[config.mk]
export PLATFORM = sky130hd
export DESIGN_NAME = fs_seq_top
export DESIGN_NICKNAME = d
export VERILOG_FILES = /design/src/rtl/fs_pkg.sv /design/src/rtl/fs_sync.sv /design/src/rtl/fs_fifo.sv /design/src/rtl/fs_seq_top.sv
export VERILOG_INCLUDE_DIRS = /design/src /design/src/rtl
export SDC_FILE = /design/constraint.sdc
export NUM_CORES = 1
export LEC_CHECK = 0
export ABC_AREA = 1
export BUFFER_PORTS_ARGS = -buffer_cell sky130_fd_sc_hd__buf_2
export CAP_MARGIN = 30
export CORE_ASPECT_RATIO = 0.5
export CORE_MARGIN = 2
export CORE_UTILIZATION = 60
export CTS_BUF_LIST = sky130_fd_sc_hd__clkbuf_4
export DETAILED_ROUTE_END_ITERATION = 12
export GPL_ROUTABILITY_DRIVEN = 0
export PLACE_DENSITY_LB_ADDON = 0.15
export RECOVER_POWER = 50
export SYNTH_ARGS = -nofsm -noshare
export SYNTH_HDL_FRONTEND = slang
export SYNTH_HIERARCHICAL = 1
export SYNTH_SLANG_ARGS = --single-unit
[constraint.sdc]
create_clock -name clk -period 2.95 [get_ports clk]
set_input_delay 0 -clock clk [delete_from_list [all_inputs] [get_ports clk]]
set_output_delay 0 -clock clk [all_outputs]
set_load 0.03 [all_outputs]
[src/rtl/fs_regs.svh]
/*
 * Opcodes, timing figures and reset values of the flash program/erase sequencer.
 * Assumes it is included by its bare name from rtl/ sources only.
 */
`ifndef FS_REGS_SVH
`define FS_REGS_SVH

`define FS_OP_WREN      8'h06
`define FS_OP_RDSR      8'h05
`define FS_OP_SE        8'hD8
`define FS_OP_SSE_A     8'h20
`define FS_OP_SSE_B     8'hD7
`define FS_OP_PP        8'h02

`define FS_CLK_HZ       250000000
`define FS_CLK_KHZ      250000
`define FS_TPP_TYP_MS   4
`define FS_TSSE_TYP_MS  40
`define FS_TSE_TYP_MS   80
`define FS_TSRW_TYP_MS  5
`define FS_TCHE_TYP_S   0.25

`define FS_SYNC_RST     3'h2
`define FS_SR_RST       6'h00

`endif

[src/rtl/fs_pkg.sv]
/*
 * Types shared by the flash program/erase sequencer.
 * Assumes nothing of its surroundings.
 */
`default_nettype none
package fs_pkg;
	typedef enum logic [2:0] {
		OP_NONE = 3'h0,
		OP_SE   = 3'h1,
		OP_SSE  = 3'h2,
		OP_PP   = 3'h3,
		OP_CE   = 3'h4,
		OP_SRW  = 3'h5
	} fs_op_t;

	typedef enum logic {
		ST_IDLE = 1'b0,
		ST_BUSY = 1'b1
	} fs_state_t;
endpackage
`default_nettype wire

[src/rtl/fs_sync.sv]
/*
 * Two-flop synchroniser for a group of asynchronous pins.
 * Assumes each bit is an independent level; RST gives the idle level per bit.
 */
`default_nettype none
module fs_sync #(
	parameter int            W   = 3,
	parameter logic [W-1:0]  RST = '0
)(
	input  wire logic          clk,
	input  wire logic          reset_n,
	input  wire logic [W-1:0]  d_in,
	output logic      [W-1:0]  d_out
);
	genvar i;
	generate
		for (i = 0; i < W; i++)
		begin : g_bit
			logic meta_ff;
			logic sync_ff;
			always_ff @(posedge clk or negedge reset_n)
			begin
				if (!reset_n)
				begin
					meta_ff <= RST[i];
					sync_ff <= RST[i];
				end
				else
				begin
					meta_ff <= d_in[i];
					sync_ff <= meta_ff;
				end
			end
			assign d_out[i] = sync_ff;
		end
	endgenerate
endmodule
`default_nettype wire

[src/rtl/fs_fifo.sv]
/*
 * Flop-based FIFO with valid/ready on both sides and a synchronous flush.
 * Assumes D is a power of two.
 */
`default_nettype none
module fs_fifo #(
	parameter int W = 8,
	parameter int D = 16
)(
	input  wire logic          clk,
	input  wire logic          reset_n,
	input  wire logic          flush,
	input  wire logic          wr_valid,
	output logic               wr_ready,
	input  wire logic [W-1:0]  wr_data,
	output logic               rd_valid,
	input  wire logic          rd_ready,
	output logic      [W-1:0]  rd_data
);
	localparam int AW = $clog2(D);
	logic [W-1:0]  mem_ff [D];
	logic [AW:0]   wp_ff;
	logic [AW:0]   rp_ff;

	assign rd_valid = wp_ff != rp_ff;
	assign wr_ready = !((wp_ff[AW] != rp_ff[AW]) && (wp_ff[AW-1:0] == rp_ff[AW-1:0]));
	assign rd_data  = mem_ff[rp_ff[AW-1:0]];

	always_ff @(posedge clk)
	begin
		if (wr_valid && wr_ready)
			mem_ff[wp_ff[AW-1:0]] <= wr_data;
	end

	always_ff @(posedge clk or negedge reset_n)
	begin
		if (!reset_n)
		begin
			wp_ff <= '0;
			rp_ff <= '0;
		end
		else if (flush)
		begin
			wp_ff <= '0;
			rp_ff <= '0;
		end
		else
		begin
			if (wr_valid && wr_ready)
				wp_ff <= wp_ff + 1'b1;
			if (rd_valid && rd_ready)
				rp_ff <= rp_ff + 1'b1;
		end
	end
endmodule
`default_nettype wire

[src/rtl/fs_seq_top.sv]
/*
 * Serial flash command sequencer, device end: decodes write enable, erase,
 * page program and status write from the SPI pins, times the internal
 * operation and answers status reads.
 * Assumes SCK, CS_N and SI arrive asynchronously and SCK is well below clk/4.
 */
`include "fs_regs.svh"
`default_nettype none
module fs_seq_top
	import fs_pkg::*;
#(
	parameter logic [7:0]   CE_OPCODE  = 8'hC7,
	parameter logic [7:0]   SRW_OPCODE = 8'h01,
	parameter logic [31:0]  PP_CYC     = 32'(`FS_TPP_TYP_MS * `FS_CLK_KHZ),
	parameter logic [31:0]  SSE_CYC    = 32'(`FS_TSSE_TYP_MS * `FS_CLK_KHZ),
	parameter logic [31:0]  SE_CYC     = 32'(`FS_TSE_TYP_MS * `FS_CLK_KHZ),
	parameter logic [31:0]  SRW_CYC    = 32'(`FS_TSRW_TYP_MS * `FS_CLK_KHZ),
	parameter logic [31:0]  CE_CYC     = 32'($rtoi(`FS_TCHE_TYP_S * `FS_CLK_HZ))
)(
	input  wire logic        clk,
	input  wire logic        reset_n,
	input  wire logic        sck,
	input  wire logic        cs_n,
	input  wire logic        si,
	output logic             so,
	output logic             so_oe,
	output logic             op_start,
	output fs_op_t           op_kind,
	output logic [23:0]      op_addr,
	output logic             busy,
	output logic             wel,
	output logic [5:0]       prot_bits,
	output logic             pg_valid,
	input  wire logic        pg_ready,
	output logic [7:0]       pg_data,
	output logic             pg_overflow
);
	////////////////////////////////////////////////////////////////////////////
	logic [2:0]   pins_s;
	logic         sck_s;
	logic         cs_n_s;
	logic         si_s;
	logic         sck_q_ff;
	logic         cs_n_q_ff;
	logic [2:0]   bit_cnt_ff;
	logic [3:0]   byte_cnt_ff;
	logic [7:0]   shreg_ff;
	logic [7:0]   op_ff;
	logic         ign_ff;
	logic [23:0]  addr_ff;
	logic [7:0]   srw_data_ff;
	logic [5:0]   sr_ff;
	logic         wel_ff;
	fs_state_t    state_ff;
	logic [31:0]  timer_ff;
	fs_op_t       kind_ff;
	logic         start_ff;
	logic         so_ff;
	logic         ovf_ff;
	logic [31:0]  busy_len_ff;

	fs_sync #(
		.W   (3),
		.RST (`FS_SYNC_RST)
	) u_sync (
		.clk     (clk),
		.reset_n (reset_n),
		.d_in    ({si, cs_n, sck}),
		.d_out   (pins_s)
	);
	assign sck_s  = pins_s[0];
	assign cs_n_s = pins_s[1];
	assign si_s   = pins_s[2];

	always_ff @(posedge clk or negedge reset_n)
	begin
		if (!reset_n)
		begin
			sck_q_ff  <= 1'b0;
			cs_n_q_ff <= 1'b1;
		end
		else
		begin
			sck_q_ff  <= sck_s;
			cs_n_q_ff <= cs_n_s;
		end
	end

	logic        sck_rise;
	logic        sck_fall;
	logic        cs_fall;
	logic        cs_rise;
	logic        byte_done;
	logic [7:0]  new_byte;
	logic [7:0]  status;
	logic        busy_ff;

	assign sck_rise  = sck_s & ~sck_q_ff & ~cs_n_s;
	assign sck_fall  = ~sck_s & sck_q_ff & ~cs_n_s;
	assign cs_fall   = ~cs_n_s & cs_n_q_ff;
	assign cs_rise   = cs_n_s & ~cs_n_q_ff;
	assign byte_done = sck_rise && bit_cnt_ff == 3'h7;
	assign new_byte  = {shreg_ff[6:0], si_s};
	assign busy_ff   = state_ff == ST_BUSY;
	assign status    = {sr_ff, wel_ff, busy_ff};

	////////////////////////////////////////////////////////////////////////////
	// Shifter and byte framing
	always_ff @(posedge clk or negedge reset_n)
	begin
		if (!reset_n)
		begin
			bit_cnt_ff  <= 3'h0;
			byte_cnt_ff <= 4'h0;
			shreg_ff    <= 8'h00;
		end
		else if (cs_fall)
		begin
			bit_cnt_ff  <= 3'h0;
			byte_cnt_ff <= 4'h0;
		end
		else if (sck_rise)
		begin
			shreg_ff   <= new_byte;
			bit_cnt_ff <= bit_cnt_ff + 3'h1;
			if (byte_done && byte_cnt_ff != 4'hF)
				byte_cnt_ff <= byte_cnt_ff + 4'h1;
		end
	end

	// Busy device drops everything but status read for the whole frame
	always_ff @(posedge clk or negedge reset_n)
	begin
		if (!reset_n)
		begin
			op_ff  <= 8'h00;
			ign_ff <= 1'b0;
		end
		else if (cs_fall)
		begin
			op_ff  <= 8'h00;
			ign_ff <= 1'b0;
		end
		else if (byte_done && byte_cnt_ff == 4'h0)
		begin
			op_ff  <= new_byte;
			ign_ff <= busy_ff && new_byte != `FS_OP_RDSR;
		end
	end

	always_ff @(posedge clk or negedge reset_n)
	begin
		if (!reset_n)
		begin
			addr_ff     <= 24'h000000;
			srw_data_ff <= 8'h00;
		end
		else if (byte_done)
		begin
			if (byte_cnt_ff >= 4'h1 && byte_cnt_ff <= 4'h3)
				addr_ff <= {addr_ff[15:0], new_byte};
			if (byte_cnt_ff == 4'h1)
				srw_data_ff <= new_byte;
		end
	end

	////////////////////////////////////////////////////////////////////////////
	// Page buffer; a page longer than the FIFO overflows, the excess is lost
	logic  push;
	logic  fifo_wr_ready;
	logic  fifo_rd_valid;
	logic  pgm_active;
	logic  flush;

	assign push = byte_done && byte_cnt_ff >= 4'h4 && op_ff == `FS_OP_PP && !ign_ff;
	assign pgm_active = busy_ff && kind_ff == OP_PP;

	always_ff @(posedge clk or negedge reset_n)
	begin
		if (!reset_n)
			ovf_ff <= 1'b0;
		else if (push && !fifo_wr_ready)
			ovf_ff <= 1'b1;
		else if (cs_fall)
			ovf_ff <= 1'b0;
	end

	fs_fifo #(
		.W (8),
		.D (16)
	) u_fifo (
		.clk      (clk),
		.reset_n  (reset_n),
		.flush    (flush),
		.wr_valid (push),
		.wr_ready (fifo_wr_ready),
		.wr_data  (new_byte),
		.rd_valid (fifo_rd_valid),
		.rd_ready (pg_ready & pgm_active),
		.rd_data  (pg_data)
	);

	////////////////////////////////////////////////////////////////////////////
	// Command acceptance at the closing chip-select rise
	logic    go;
	fs_op_t  nxt_kind;
	logic    start;

	assign go = cs_rise && bit_cnt_ff == 3'h0 && !busy_ff && !ign_ff;

	always_comb
	begin
		nxt_kind = OP_NONE;
		case (op_ff)
			`FS_OP_SE:
				if (byte_cnt_ff == 4'h4)
					nxt_kind = OP_SE;
			`FS_OP_SSE_A, `FS_OP_SSE_B:
				if (byte_cnt_ff == 4'h4)
					nxt_kind = OP_SSE;
			`FS_OP_PP:
				if (byte_cnt_ff >= 4'h5)
					nxt_kind = OP_PP;
			CE_OPCODE:
				if (byte_cnt_ff == 4'h1)
					nxt_kind = OP_CE;
			SRW_OPCODE:
				if (byte_cnt_ff == 4'h2)
					nxt_kind = OP_SRW;
			default:
				nxt_kind = OP_NONE;
		endcase
	end

	assign start = go && wel_ff && nxt_kind != OP_NONE;
	assign flush = cs_rise && !(start && nxt_kind == OP_PP) && !pgm_active;

	always_ff @(posedge clk or negedge reset_n)
	begin
		if (!reset_n)
			wel_ff <= 1'b0;
		else if (go && op_ff == `FS_OP_WREN && byte_cnt_ff == 4'h1)
			wel_ff <= 1'b1;
		else if (busy_ff && timer_ff == 32'h0)
			wel_ff <= 1'b0;
	end

	always_ff @(posedge clk or negedge reset_n)
	begin
		if (!reset_n)
			sr_ff <= `FS_SR_RST;
		else if (start && nxt_kind == OP_SRW)
			sr_ff <= srw_data_ff[7:2];
	end

	////////////////////////////////////////////////////////////////////////////
	// Operation timer
	logic [31:0] load_cyc;

	always_comb
	begin
		case (nxt_kind)
			OP_SE:   load_cyc = SE_CYC;
			OP_SSE:  load_cyc = SSE_CYC;
			OP_PP:   load_cyc = PP_CYC;
			OP_CE:   load_cyc = CE_CYC;
			OP_SRW:  load_cyc = SRW_CYC;
			default: load_cyc = 32'h1;
		endcase
	end

	always_ff @(posedge clk or negedge reset_n)
	begin
		if (!reset_n)
		begin
			state_ff <= ST_IDLE;
			timer_ff <= 32'h0;
			kind_ff  <= OP_NONE;
			start_ff <= 1'b0;
		end
		else
		begin
			start_ff <= start;
			case (state_ff)
				ST_IDLE:
					if (start)
					begin
						state_ff <= ST_BUSY;
						timer_ff <= load_cyc - 32'h1;
						kind_ff  <= nxt_kind;
					end
				ST_BUSY:
					if (timer_ff == 32'h0)
						state_ff <= ST_IDLE;
					else
						timer_ff <= timer_ff - 32'h1;
				default:
					state_ff <= ST_IDLE;
			endcase
		end
	end

	// Status byte streams MSB first, repeating, launched on SCK fall
	always_ff @(posedge clk or negedge reset_n)
	begin
		if (!reset_n)
			so_ff <= 1'b0;
		else if (sck_fall && op_ff == `FS_OP_RDSR && byte_cnt_ff != 4'h0)
			so_ff <= status[~bit_cnt_ff];
	end

	assign so          = so_ff;
	assign so_oe       = !cs_n_s && op_ff == `FS_OP_RDSR && byte_cnt_ff != 4'h0;
	assign op_start    = start_ff;
	assign op_kind     = kind_ff;
	assign op_addr     = addr_ff;
	assign busy        = busy_ff;
	assign wel         = wel_ff;
	assign prot_bits   = sr_ff;
	assign pg_valid    = fifo_rd_valid & pgm_active;
	assign pg_overflow = ovf_ff;

	////////////////////////////////////////////////////////////////////////////
	always_ff @(posedge clk or negedge reset_n)
	begin
		if (!reset_n)
			busy_len_ff <= 32'h0;
		else
			busy_len_ff <= busy_ff ? busy_len_ff + 32'h1 : 32'h0;
	end
endmodule
`default_nettype wire

==> summary.md, run 1 <==
| Metric | Value |
|---|---|
| Top-level port count | `54` |
| Reg-to-reg critical path startpoint | `byte_cnt_ff[0]$_DFFE_PN0P_` |
| Logic pwr share | `approximately 1.8%` |
| Number of diodes | `0` |
| Worst Hold Class | `input pin to flop` |
| Area of combinational cells with multiple inputs | `about 4400 um2` |
| Clock-pin slew on the worst setup and hold paths | `~0.07 ns` |
| Number of standard-cell rows in the floorplan | `36` |
| Worst setup timing slack at the placement stage | `0.0369 ns` |
| Capture point of the worst reg-to-reg path | `u_fifo/rp_ff[0]$_DFFE_PN0P_` |
| Number of buffer cells added on primary ports | `53` |
| Post-synth design cell area | `~12,000 um2` |
| Crit Path Max Fanout | `20` |
| TritonCTS clock tree | `done` |
| Worst setup slack after layout | `about 0.21 ns` |
| Die X-Extent | `roughly 200 um` |
| FF+latch count, synth | `245` |
| Synthesized area per cell | `~9.3 um2` |
| Relative area change from synthesis to final layout | `12.4%` |
| Count of different cell masters after synthesis | `51` |
| Global-route wire length before repair | `~45,000 um` |
| Number of max-slew violations in the final report | `60` |
| Net count after synthesis | `between 1k and 1.5k` |
| Fraction of final layout cells with drive strength greater than 1 | `19.1%` |
| Warnings, synthesis | `6` |
| WL per Instance | `16.6 um` |
| Net total in the final layout | `about 1.4k` |
| Number of synthesized flops with an enable pin | `roughly 130` |
| Effective utilization at floorplan | `61.3%` |
| Most Crowded Layer GR | `met2` |
| Area taken by flip-flops and latches | `6780 um2` |
| Register-to-register setup slack | `0.21 ns` |
| Maximum clock path buffer count | `3` |
| Hold Path Origin | `pg_ready` |
| Vias | `~9.4k` |
| Filler instances | `around 1.5k` |
| Crit path capture type | `flop` |
| Count of mapped cells out of synthesis | `1,276` |
| Internal power consumption | `between 0.005 and 0.006 W` |
| Total GRT Usage | `27.1%` |
| Max cap viols | `1` |
| Switching power | `roughly 0.0015 W` |
| Source-to-sink clock delay at the later pin of the worst-skew pair | `around 0.69 ns` |
| Floorplan die area | `21,100 um2` |
| Post-placement cell count | `between 1.5k and 2k` |
| Clock tree root driver cell | `clkbuf_4` |
| Final worst-path cycle share | `92.8%` |
| Setup violation total in the final timing report | `0` |
| DRT antenna net count | `0` |
| Transition time at the pin with the least slew margin | `roughly 1.5 ns` |
| Headroom to the max-slew limit | `-2.17%` |
| Per-cell via count in the routed design | `~5.5` |
| Final Hold Slack | `between 0.3 and 0.4 ns` |
| Number of violations reported at the end of detailed-routing iteration 0 | `slightly below 800` |
| Number of antenna violations at the first check in global routing | `0` |
| Overall die height | `approximately 100 um` |
| Largest net degree at the start of global routing | `75` |
| Cell count of the worst hold path | `6` |
| Cell depth of the worst flop-to-flop path | `14` |
| Met3 usage in global routing | `around 5.8%` |
| Detailed-placement wirelength estimate | `about 18,000 um` |
| Outcome | `finished, violations left` |
| Sequential cell fraction of total power | `a little under three fifths` |
| Met2 Track Usage GR | `between 40% and 50%` |
| Setup Skew | `0.0526 ns` |
| CP Data Required Time | `3.55 ns` |
| Total grt overflow | `0` |
| Post-route minimum period | `between 2 and 3 ns` |
| Predominant post-synthesis flop cell | `edfxtp_1` |
| Count of placed standard cells in the final layout, fillers left out | `1,692` |
| Worst IR drop on VDD | `240 uV` |
| Depth of the CTS H-tree | `2` |
| Worst Setup Start Kind | `flop` |
| Power density relative to cell area | `slightly above 500 nW/um2` |
| TritonCTS Sinks | `between 200 and 250` |
| Total Power Consumption | `0.00677 W` |
| Worst Hold Path EP | `u_fifo/rp_ff[1]$_DFFE_PN0P_` |
| Highest achievable clock rate | `between 300 and 400 MHz` |
| Data arrival, critical path | `3.34 ns` |
| Switching share of power | `22.5%` |
| Clock Power Share | `a little over two fifths` |
| Most frequent cells in the layout | `nand2_1 (228), nor2_1 (194), edfxtp_1 (128), dfrtp_1 (113), inv_1 (106)` |
| Violations in the final reports | `capacitance limit, slew limit` |
| Worst setup path class | `flop to flop` |
| First-pass DRT Iterations | `5` |
| Leakage power summed over all cells | `approximately 6 nW` |
| Routed WL | `~28,000 um` |
| Total Neg Setup Slack | `0 ns` |
| Number of remaining DRC errors | `0` |
| Final hold violation count | `0` |
| CORE AREA | `approximately 19,000 um2` |
| Vias in the first global route | `a little under 9k` |
| Met1 Usage GRT | `about 37%` |
| Sequential share of the synthesized area | `a little under three fifths` |
| Number of buffers created by CTS | `56` |
| Most common library cell in the layout ignoring fill and taps | `nand2_1` |
| Fraction of synthesis flops using an asynchronous set or reset pin | `47.8%` |
## stage by stage
stage               instance area [um2]  utilization, %
floorplan                         11900               -
global placement                  12500            64.3
detailed placement                12500            64.3
CTS                               13400            68.9
global route                      13400            68.9
finish                            13400            68.9
## cells in the mapped netlist (all sizes together) (4+ instances only)
master	number	area, um2
a21oi	26	134
a31oi	7	43.8
buf	35	230
clkbuf	20	75.1
dfrtp	114	2850
edfxtp	128	3840
ha	14	175
inv	126	475
nand2	247	1010
nand3	113	661
nand4	25	171
nor2	217	948
nor3	19	95.1
o211ai	24	180
o21ai	120	631
o22ai	8	50.1
xnor2	4	35.0
xor2	5	43.8
## what timing repair did
| item | in CTS | in global routing |
|---|---|---|
| setup endpoints to repair | 0 | 12 |
| buffers inserted | 0 | 5 |
| hold buffers | 10 | 0 |
| gates resized for setup | 0 | 8 |
| endpoints found under the hold margin | 113 | 0 |
## cells by family (layout without fill, tap and decap cells)
kind of cell    after synthesis  in the layout  share of synthesized area [%]
fa+ha+maj                    14             14                           1.47
buf+inv                     181            331                           6.55
compound gates              198            198                           9.60
mux                           1              1                         0.0944
xor+xnor                      9              9                          0.661
flops                       245            245                           56.8
simple gates                628            628                           24.8
## power groups by stage
stage,clock network [W],logic [W],registers [W]
4_1_cts,0.00292,0.000134,0.00380
3_3_place_gp,0,0.000114,0.00386
2_1_floorplan,0,0.0000547,0.00381
5_1_grt,0.00309,0.000139,0.00380
6_report,0.00285,0.000122,0.00380
3_5_place_dp,0,0.000117,0.00387
## flip-flops by register name, indices dropped and copies added (netlist names), 3 cells and up
name                  cells
u_fifo/mem_ff           128
timer_ff                 32
op_addr                  24
op_ff                     8
shreg_ff                  7
prot_bits                 6
srw_data_ff               6
u_fifo/rp_ff              5
u_fifo/wp_ff              5
byte_cnt_ff               4
bit_cnt_ff                3
op_kind                   3
u_sync/g_bit.meta_ff      3
u_sync/g_bit.sync_ff      3
## layout make-up
class                   count  area share (%)
flip-flops and latches    245            50.6
multi-input cells         850            32.9
clock buffers              95            5.32
repair buffers            103            4.72
inverters                 126            3.55
well taps                 266            2.48
clock inverters             7           0.458
## metal layers
metal  routed length, um  part of all wire (%)
met5                   0                     0
met4                 566                   2.0
met3                1910                   6.8
met2               13300                    47
met1               12400                    44
## worst max-delay path by stage
stage | start | end | cells past startpoint
finish | byte_cnt_ff[0]$_DFFE_PN0P_ | u_fifo/rp_ff[0]$_DFFE_PN0P_ | 14
global route | byte_cnt_ff[1]$_DFFE_PN0P_ | timer_ff[22]$_DFFE_PN0P_ | 18
floorplan | byte_cnt_ff[0]$_DFFE_PN0P_ | timer_ff[20]$_DFFE_PN0P_ | 18
detailed placement | byte_cnt_ff[0]$_DFFE_PN0P_ | timer_ff[22]$_DFFE_PN0P_ | 18
global placement | byte_cnt_ff[0]$_DFFE_PN0P_ | timer_ff[22]$_DFFE_PN0P_ | 18
CTS | byte_cnt_ff[1]$_DFFE_PN0P_ | timer_ff[22]$_DFFE_PN0P_ | 18
## critical path, cell delays in order (launching register included)
cell and delay (ns):
dfrtp_1 0.41, inv_2 0.10, ha_1 0.18, nand2_1 0.09, nor2_4 0.17, buf_4 0.15
nand2_4 0.08, and2_1 0.17, nand2_1 0.06, nand2_1 0.12, o2111ai_1 0.31, inv_1 0.07
inv_1 0.47, nand4_1 0.19, nand2_1 0.10
Power figures use the tool's default switching activity.
==> run 2, diff against run 1 <==
--- a/config.mk
+++ b/config.mk
@@ -16,7 +16,7 @@
 export DETAILED_ROUTE_END_ITERATION = 12
 export GPL_ROUTABILITY_DRIVEN = 0
 export PLACE_DENSITY_LB_ADDON = 0.15
-export RECOVER_POWER = 50
+export RECOVER_POWER = 100
 export SYNTH_ARGS = -nofsm -noshare
 export SYNTH_HDL_FRONTEND = slang
 export SYNTH_HIERARCHICAL = 1
==> run 2 against run 1 <==
Against the previous run:
- the flow still finishes with violations (capacitance limit, slew limit)
- clock-buffer cell count did not move
- sequential share of layout area rose by 0.49 points
- first-iteration DRC count did not move
- non-clock buffer count did not move
- sequential cell count did not move
- power barely moved
- worst hold slack got worse by 0.0065 ns
- final cell count did not move
- clock power barely moved
- via count barely moved
- die area did not move
- largest power group unchanged
==> summary.md, run 2 (synthesized netlist as in run 1, its figures left out) <==
| Metric | Value |
|---|---|
| Outcome | `finished, violations left` |
| Violations in the final reports | `capacitance limit, slew limit` |
| Worst IR drop on VDD | `approximately 240 uV` |
| Worst setup slack after layout | `~0.16 ns` |
| Effective utilization at floorplan | `61.3%` |
| TritonCTS Sinks | `about 250` |
| Number of max-slew violations in the final report | `60` |
| DRT antenna net count | `0` |
| Setup violation total in the final timing report | `0` |
| Maximum clock path buffer count | `3` |
| Routed WL | `28,100 um` |
| Crit path capture type | `flop` |
| Top-level port count | `54` |
| Clock Power Share | `42.1%` |
| Global-route wire length before repair | `~45,000 um` |
| TritonCTS clock tree | `done` |
| Worst Setup Start Kind | `flop` |
| First-pass DRT Iterations | `5` |
| Source-to-sink clock delay at the later pin of the worst-skew pair | `0.70 ns` |
| Worst Hold Class | `input pin to flop` |
| CORE AREA | `between 15,000 and 20,000 um2` |
| Total Neg Setup Slack | `0 ns` |
| Total grt overflow | `0` |
| Max cap viols | `1` |
| Die X-Extent | `between 200 and 250 um` |
| Number of diodes | `0` |
| Headroom to the max-slew limit | `-1.29%` |
| Largest net degree at the start of global routing | `75` |
| Data arrival, critical path | `approximately 3.1 ns` |
| Highest achievable clock rate | `358 MHz` |
| Switching share of power | `around 22%` |
| Number of standard-cell rows in the floorplan | `36` |
| Overall die height | `between 100 and 150 um` |
| Number of flip-flops under the largest register name | `~130` |
| Vias in the first global route | `8,916` |
| Number of antenna violations at the first check in global routing | `0` |
| Worst setup timing slack at the placement stage | `roughly 0.037 ns` |
| Vias | `9,387` |
| Floorplan die area | `between 20,000 and 25,000 um2` |
| Sequential cell fraction of total power | `between 50% and 60%` |
| Filler instances | `around 1.6k` |
| Fraction of final layout cells with drive strength greater than 1 | `between 15 and 20%` |
| Number of remaining DRC errors | `0` |
| Most common library cell in the layout ignoring fill and taps | `nand2_1` |
| Logic pwr share | `about 1.8%` |
| Leakage power summed over all cells | `5.89 nW` |
| CP Data Required Time | `between 3 and 4 ns` |
| Internal power consumption | `0.00525 W` |
| Setup Skew | `0.0466 ns` |
| Clock-pin slew on the worst setup and hold paths | `about 0.070 ns` |
| Relative area change from synthesis to final layout | `11.3%` |
| Clock tree root driver cell | `clkbuf_4` |
| Most frequent cells in the layout | `nand2_1 (229), nor2_1 (196), edfxtp_1 (128), dfrtp_1 (113), o21ai_0 (110)` |
| Switching power | `approximately 0.0015 W` |
| Worst setup path class | `flop to flop` |
| Number of violations reported at the end of detailed-routing iteration 0 | `~790` |
| Depth of the CTS H-tree | `2` |
| Final hold violation count | `0` |
| Detailed-placement wirelength estimate | `approximately 18,000 um` |
| Total GRT Usage | `about 27%` |
| Crit Path Max Fanout | `21` |
| WL per Instance | `about 17 um` |
| Per-cell via count in the routed design | `around 5.5` |
| Post-route minimum period | `2.79 ns` |
| Number of buffers created by CTS | `between 50 and 60` |
| Power density relative to cell area | `roughly 510 nW/um2` |
| Transition time at the pin with the least slew margin | `about 1.5 ns` |
| Net total in the final layout | `approximately 1.4k` |
| Number of buffer cells added on primary ports | `53` |
| Final worst-path cycle share | `between 90 and 100%` |
## run 2: cell count changes in the layout (fill, tap and decap cells not counted), sizes merged
cell and delta:
buf -45, clkbuf +45
## run 2: critical path: stages (launching register included)
cell and delay, ns:
dfrtp_1 0.40, nor2_1 0.12, nand2_1 0.14, nor2_1 0.33, nand3_1 0.17, nor2_1 0.44, nand2_4 0.25, nor3_1 0.20
clkbuf_1 0.41
## run 2: metal layers
metal | part of all wire (%) | global-route usage [%] | vias to the layer above
met5 | 0 | 0 | -
met4 | 2.2 | 8.81 | 0
met1 | 43 | 37.5 | 4450
met3 | 7.4 | 5.79 | 52
met2 | 47 | 43.2 | 352
li1 | - | - | 4533
## run 2: power groups by stage
| stage | clock [W] | combinational, W | sequential (W) |
|---|---|---|---|
| 3_3_place_gp | 0 | 0.000114 | 0.00386 |
| 2_1_floorplan | 0 | 0.0000547 | 0.00381 |
| 4_1_cts | 0.00292 | 0.000134 | 0.00380 |
| 5_1_grt | 0.00309 | 0.000139 | 0.00380 |
| 3_5_place_dp | 0 | 0.000117 | 0.00387 |
| 6_report | 0.00285 | 0.000121 | 0.00380 |
## run 2: cell type report
class	count	area [um2]	share of cell area (%)
Clock inverter	7	61.3	0.462
Inverter	126	475	3.58
Timing Repair Buffer	103	539	4.06
Sequential cell	245	6780	51.1
Multi-Input combinational cell	850	4370	32.9
Tap cell	266	333	2.51
Clock buffer	95	713	5.37
## run 2: timing repair
action | CTS | global route
resized for setup | 0 | 8
endpoints found under the setup margin | 0 | 12
hold endpoints to repair | 113 | 0
buffers inserted | 0 | 5
hold buffers | 10 | 0
## run 2: path summary, 6_finish.rpt
path / slack (ns) / depth (start not counted) / start / to
worst max-delay path: 0.16 / 8 / op_ff[4]$_DFFE_PN0P_ / u_fifo/mem_ff[6][1]$_DFFE_PP_
worst min-delay path: 0.34 / 6 / pg_ready / u_fifo/rp_ff[0]$_DFFE_PN0P_
worst max register to register: 0.16 / 8 / op_ff[4]$_DFFE_PN0P_ / u_fifo/mem_ff[6][1]$_DFFE_PP_
worst min register to register: 0.35 / 0 / u_sync/g_bit[0].meta_ff$_DFF_PN0_ / u_sync/g_bit[0].sync_ff$_DFF_PN0_
max in group asynchronous: 0.64 / 4 / reset_n / u_fifo/rp_ff[0]$_DFFE_PN0P_
min in group asynchronous: 0.36 / 3 / reset_n / u_fifo/rp_ff[1]$_DFFE_PN0P_
## run 2: metrics by stage
step                      std cells  total power (W)  hold slack (ns)  area [um2]  utilization [%]
after global placement         1575          0.00398            0.105       12500             64.3
after CTS                      1687          0.00685            0.218       13400             68.9
final                          1692          0.00677            0.340       13300             68.2
after global routing           1692          0.00704            0.311       13300             68.2
after floorplan                1276          0.00386           -0.296       11900                -
after detailed placement       1575          0.00399            0.107       12500             64.3
==> run 3, diff against run 2 <==
--- a/config.mk
+++ b/config.mk
@@ -17,6 +17,7 @@
 export GPL_ROUTABILITY_DRIVEN = 0
 export PLACE_DENSITY_LB_ADDON = 0.15
 export RECOVER_POWER = 100
+export SKIP_CTS_REPAIR_TIMING = 1
 export SYNTH_ARGS = -nofsm -noshare
 export SYNTH_HDL_FRONTEND = slang
 export SYNTH_HIERARCHICAL = 1
==> constraint.sdc (replaced) <==
create_clock -name clk -period 2.95 [get_ports clk]
set_input_delay 0.295 -clock clk [delete_from_list [all_inputs] [get_ports clk]]
set_output_delay 0.295 -clock clk [all_outputs]
set_load 0.03 [all_outputs]
==> run 3 against run 2 <==
Against the previous run:
- the flow still finishes with violations (capacitance limit, slew limit)
- combinational power fell by 11%
- via count grew 0.89%
- register-to-register slack better by 0.02 ns
- final area rose by 0.41%
- final cell count down 0.24%
- global-route usage grew 0.19 points
- sequential share of layout area shrank 0.21 points
- routed wire length is 0.31% higher
- die area is the same
- critical path type unchanged
==> summary.md, run 3 (synthesized netlist as in run 1, its figures left out) <==
| Metric | Value |
|---|---|
| Outcome | `finished, violations left` |
| Violations in the final reports | `capacitance limit, slew limit` |
| Most frequent cells in the layout | `nand2_1 (228), nor2_1 (194), edfxtp_1 (128), dfrtp_1 (113), inv_1 (104)` |
| Net total in the final layout | `1,398` |
| CORE AREA | `just under 20,000 um2` |
| Die X-Extent | `~200 um` |
| Clock tree root driver cell | `clkbuf_4` |
| Per-cell via count in the routed design | `5.61` |
| Post-placement cell count | `between 1.5k and 2k` |
| Max cap viols | `1` |
| Total Neg Setup Slack | `0 ns` |
| Highest achievable clock rate | `around 360 MHz` |
| Number of flip-flops under the largest register name | `~130` |
| Count of placed standard cells in the final layout, fillers left out | `between 1.5k and 2k` |
| Most common library cell in the layout ignoring fill and taps | `nand2_1` |
| Final hold violation count | `0` |
| Transition time at the pin with the least slew margin | `~1.6 ns` |
| TritonCTS Sinks | `~250` |
| Top-level port count | `between 50 and 60` |
| Leakage power summed over all cells | `5.91 nW` |
| Filler instances | `around 1.6k` |
| Crit Path Max Fanout | `5` |
| Number of diodes | `0` |
| DRT antenna net count | `0` |
| Number of buffer cells added on primary ports | `53` |
| Vias in the first global route | `a little over 9k` |
| Total grt overflow | `0` |
| Total GRT Usage | `27.3%` |
| Number of buffers created by CTS | `54` |
| Final worst-path cycle share | `between 90% and 100%` |
| Power density relative to cell area | `496 nW/um2` |
| Detailed-placement wirelength estimate | `between 15,000 and 20,000 um` |
| Routed WL | `28,200 um` |
| Worst IR drop on VDD | `a little under 300 uV` |
| Number of remaining DRC errors | `0` |
| Clock-pin slew on the worst setup and hold paths | `0.07 ns` |
| Largest net degree at the start of global routing | `approximately 80` |
| CP Data Required Time | `between 3 and 4 ns` |
| WL per Instance | `between 15 and 20 um` |
| Worst setup path class | `flop to flop` |
| Number of antenna violations at the first check in global routing | `0` |
| Number of standard-cell rows in the floorplan | `36` |
| Setup Skew | `between 0.04 and 0.05 ns` |
| Data arrival, critical path | `3.31 ns` |
| Depth of the CTS H-tree | `2` |
| Vias | `between 9k and 10k` |
| TritonCTS clock tree | `done` |
| Global-route wire length before repair | `between 40,000 and 50,000 um` |
| Worst Hold Class | `input pin to flop` |
| Effective utilization at floorplan | `61.3%` |
| Worst setup timing slack at the placement stage | `-0.0440 ns` |
| Headroom to the max-slew limit | `-4.21%` |
| Number of max-slew violations in the final report | `63` |
| Worst setup slack after layout | `approximately 0.18 ns` |
| Number of violations reported at the end of detailed-routing iteration 0 | `between 700 and 800` |
| Relative area change from synthesis to final layout | `11.7%` |
| Post-route minimum period | `about 2.8 ns` |
| Setup violation total in the final timing report | `0` |
| Worst Setup Start Kind | `flop` |
| Overall die height | `104 um` |
| Maximum clock path buffer count | `3` |
| Crit path capture type | `flop` |
| Floorplan die area | `approximately 21,000 um2` |
| Fraction of final layout cells with drive strength greater than 1 | `17.7%` |
| Source-to-sink clock delay at the later pin of the worst-skew pair | `approximately 0.67 ns` |
| First-pass DRT Iterations | `6` |
[run 3: cell type report]
class	count	area, um2	area share, %
Clock buffer	91	683	5.13
Multi-Input combinational cell	850	4400	33.0
Clock inverter	9	43.8	0.329
Timing Repair Buffer	101	598	4.49
Inverter	126	489	3.67
Tap cell	266	333	2.50
Sequential cell	245	6780	50.9
[run 3: stage by stage]
| stage | area, um2 | power (W) | utilization, % | hold WS, ns |
|---|---|---|---|---|
| finish | 13300 | 0.00661 | 68.5 | 0.0931 |
| CTS | 13300 | 0.00667 | 68.1 | -0.320 |
| floorplan | 11900 | 0.00386 | - | -0.000591 |
| global placement | 12500 | 0.00398 | 64.4 | 0.336 |
| global route | 13300 | 0.00686 | 68.5 | 0.0756 |
| detailed placement | 12500 | 0.00399 | 64.4 | 0.336 |
[run 3: path summary, 6_finish.rpt]
kind	startpoint	to	slack (ns)	cells past startpoint
setup / recovery	byte_cnt_ff[1]$_DFFE_PN0P_	timer_ff[22]$_DFFE_PN0P_	0.18	18
hold / removal	pg_ready	u_fifo/rp_ff[0]$_DFFE_PN0P_	0.09	5
setup reg to reg	byte_cnt_ff[1]$_DFFE_PN0P_	timer_ff[22]$_DFFE_PN0P_	0.18	18
hold reg to reg	u_sync/g_bit[0].meta_ff$_DFF_PN0_	u_sync/g_bit[0].sync_ff$_DFF_PN0_	0.36	0
max in group asynchronous	reset_n	op_addr[17]$_DFFE_PN0P_	0.64	3
min in group asynchronous	reset_n	timer_ff[4]$_DFFE_PN0P_	0.54	2
[run 3: worst max-delay path, stage by stage, from the launching register on]
cell     delay, ns
dfrtp_1       0.40
inv_2         0.10
ha_1          0.18
inv_1         0.13
nor2_4        0.15
nand3_4       0.12
nand2_4       0.12
o21ai_2       0.08
nand3_2       0.10
ha_2          0.20
nand3_1       0.14
nor2_2        0.18
nand2_4       0.10
nor2_4        0.10
nand2_2       0.10
nor2_4        0.18
nand2_2       0.08
o21ai_1       0.15
nand2_1       0.07
[run 3: where the power goes]
group	internal [W]	switching, W
clock network	0.00139	0.00131
logic	0.0000246	0.0000832
registers	0.00369	0.000121
total	0.00510	0.00151
[run 3: per-layer routing]
layer	vias to the layer above	global-route usage (%)	routed length, um
li1	4525	-	-
met1	4518	36.6	12100
met2	362	44.7	13200
met3	66	5.63	2060
met4	0	9.54	786
met5	-	0	0
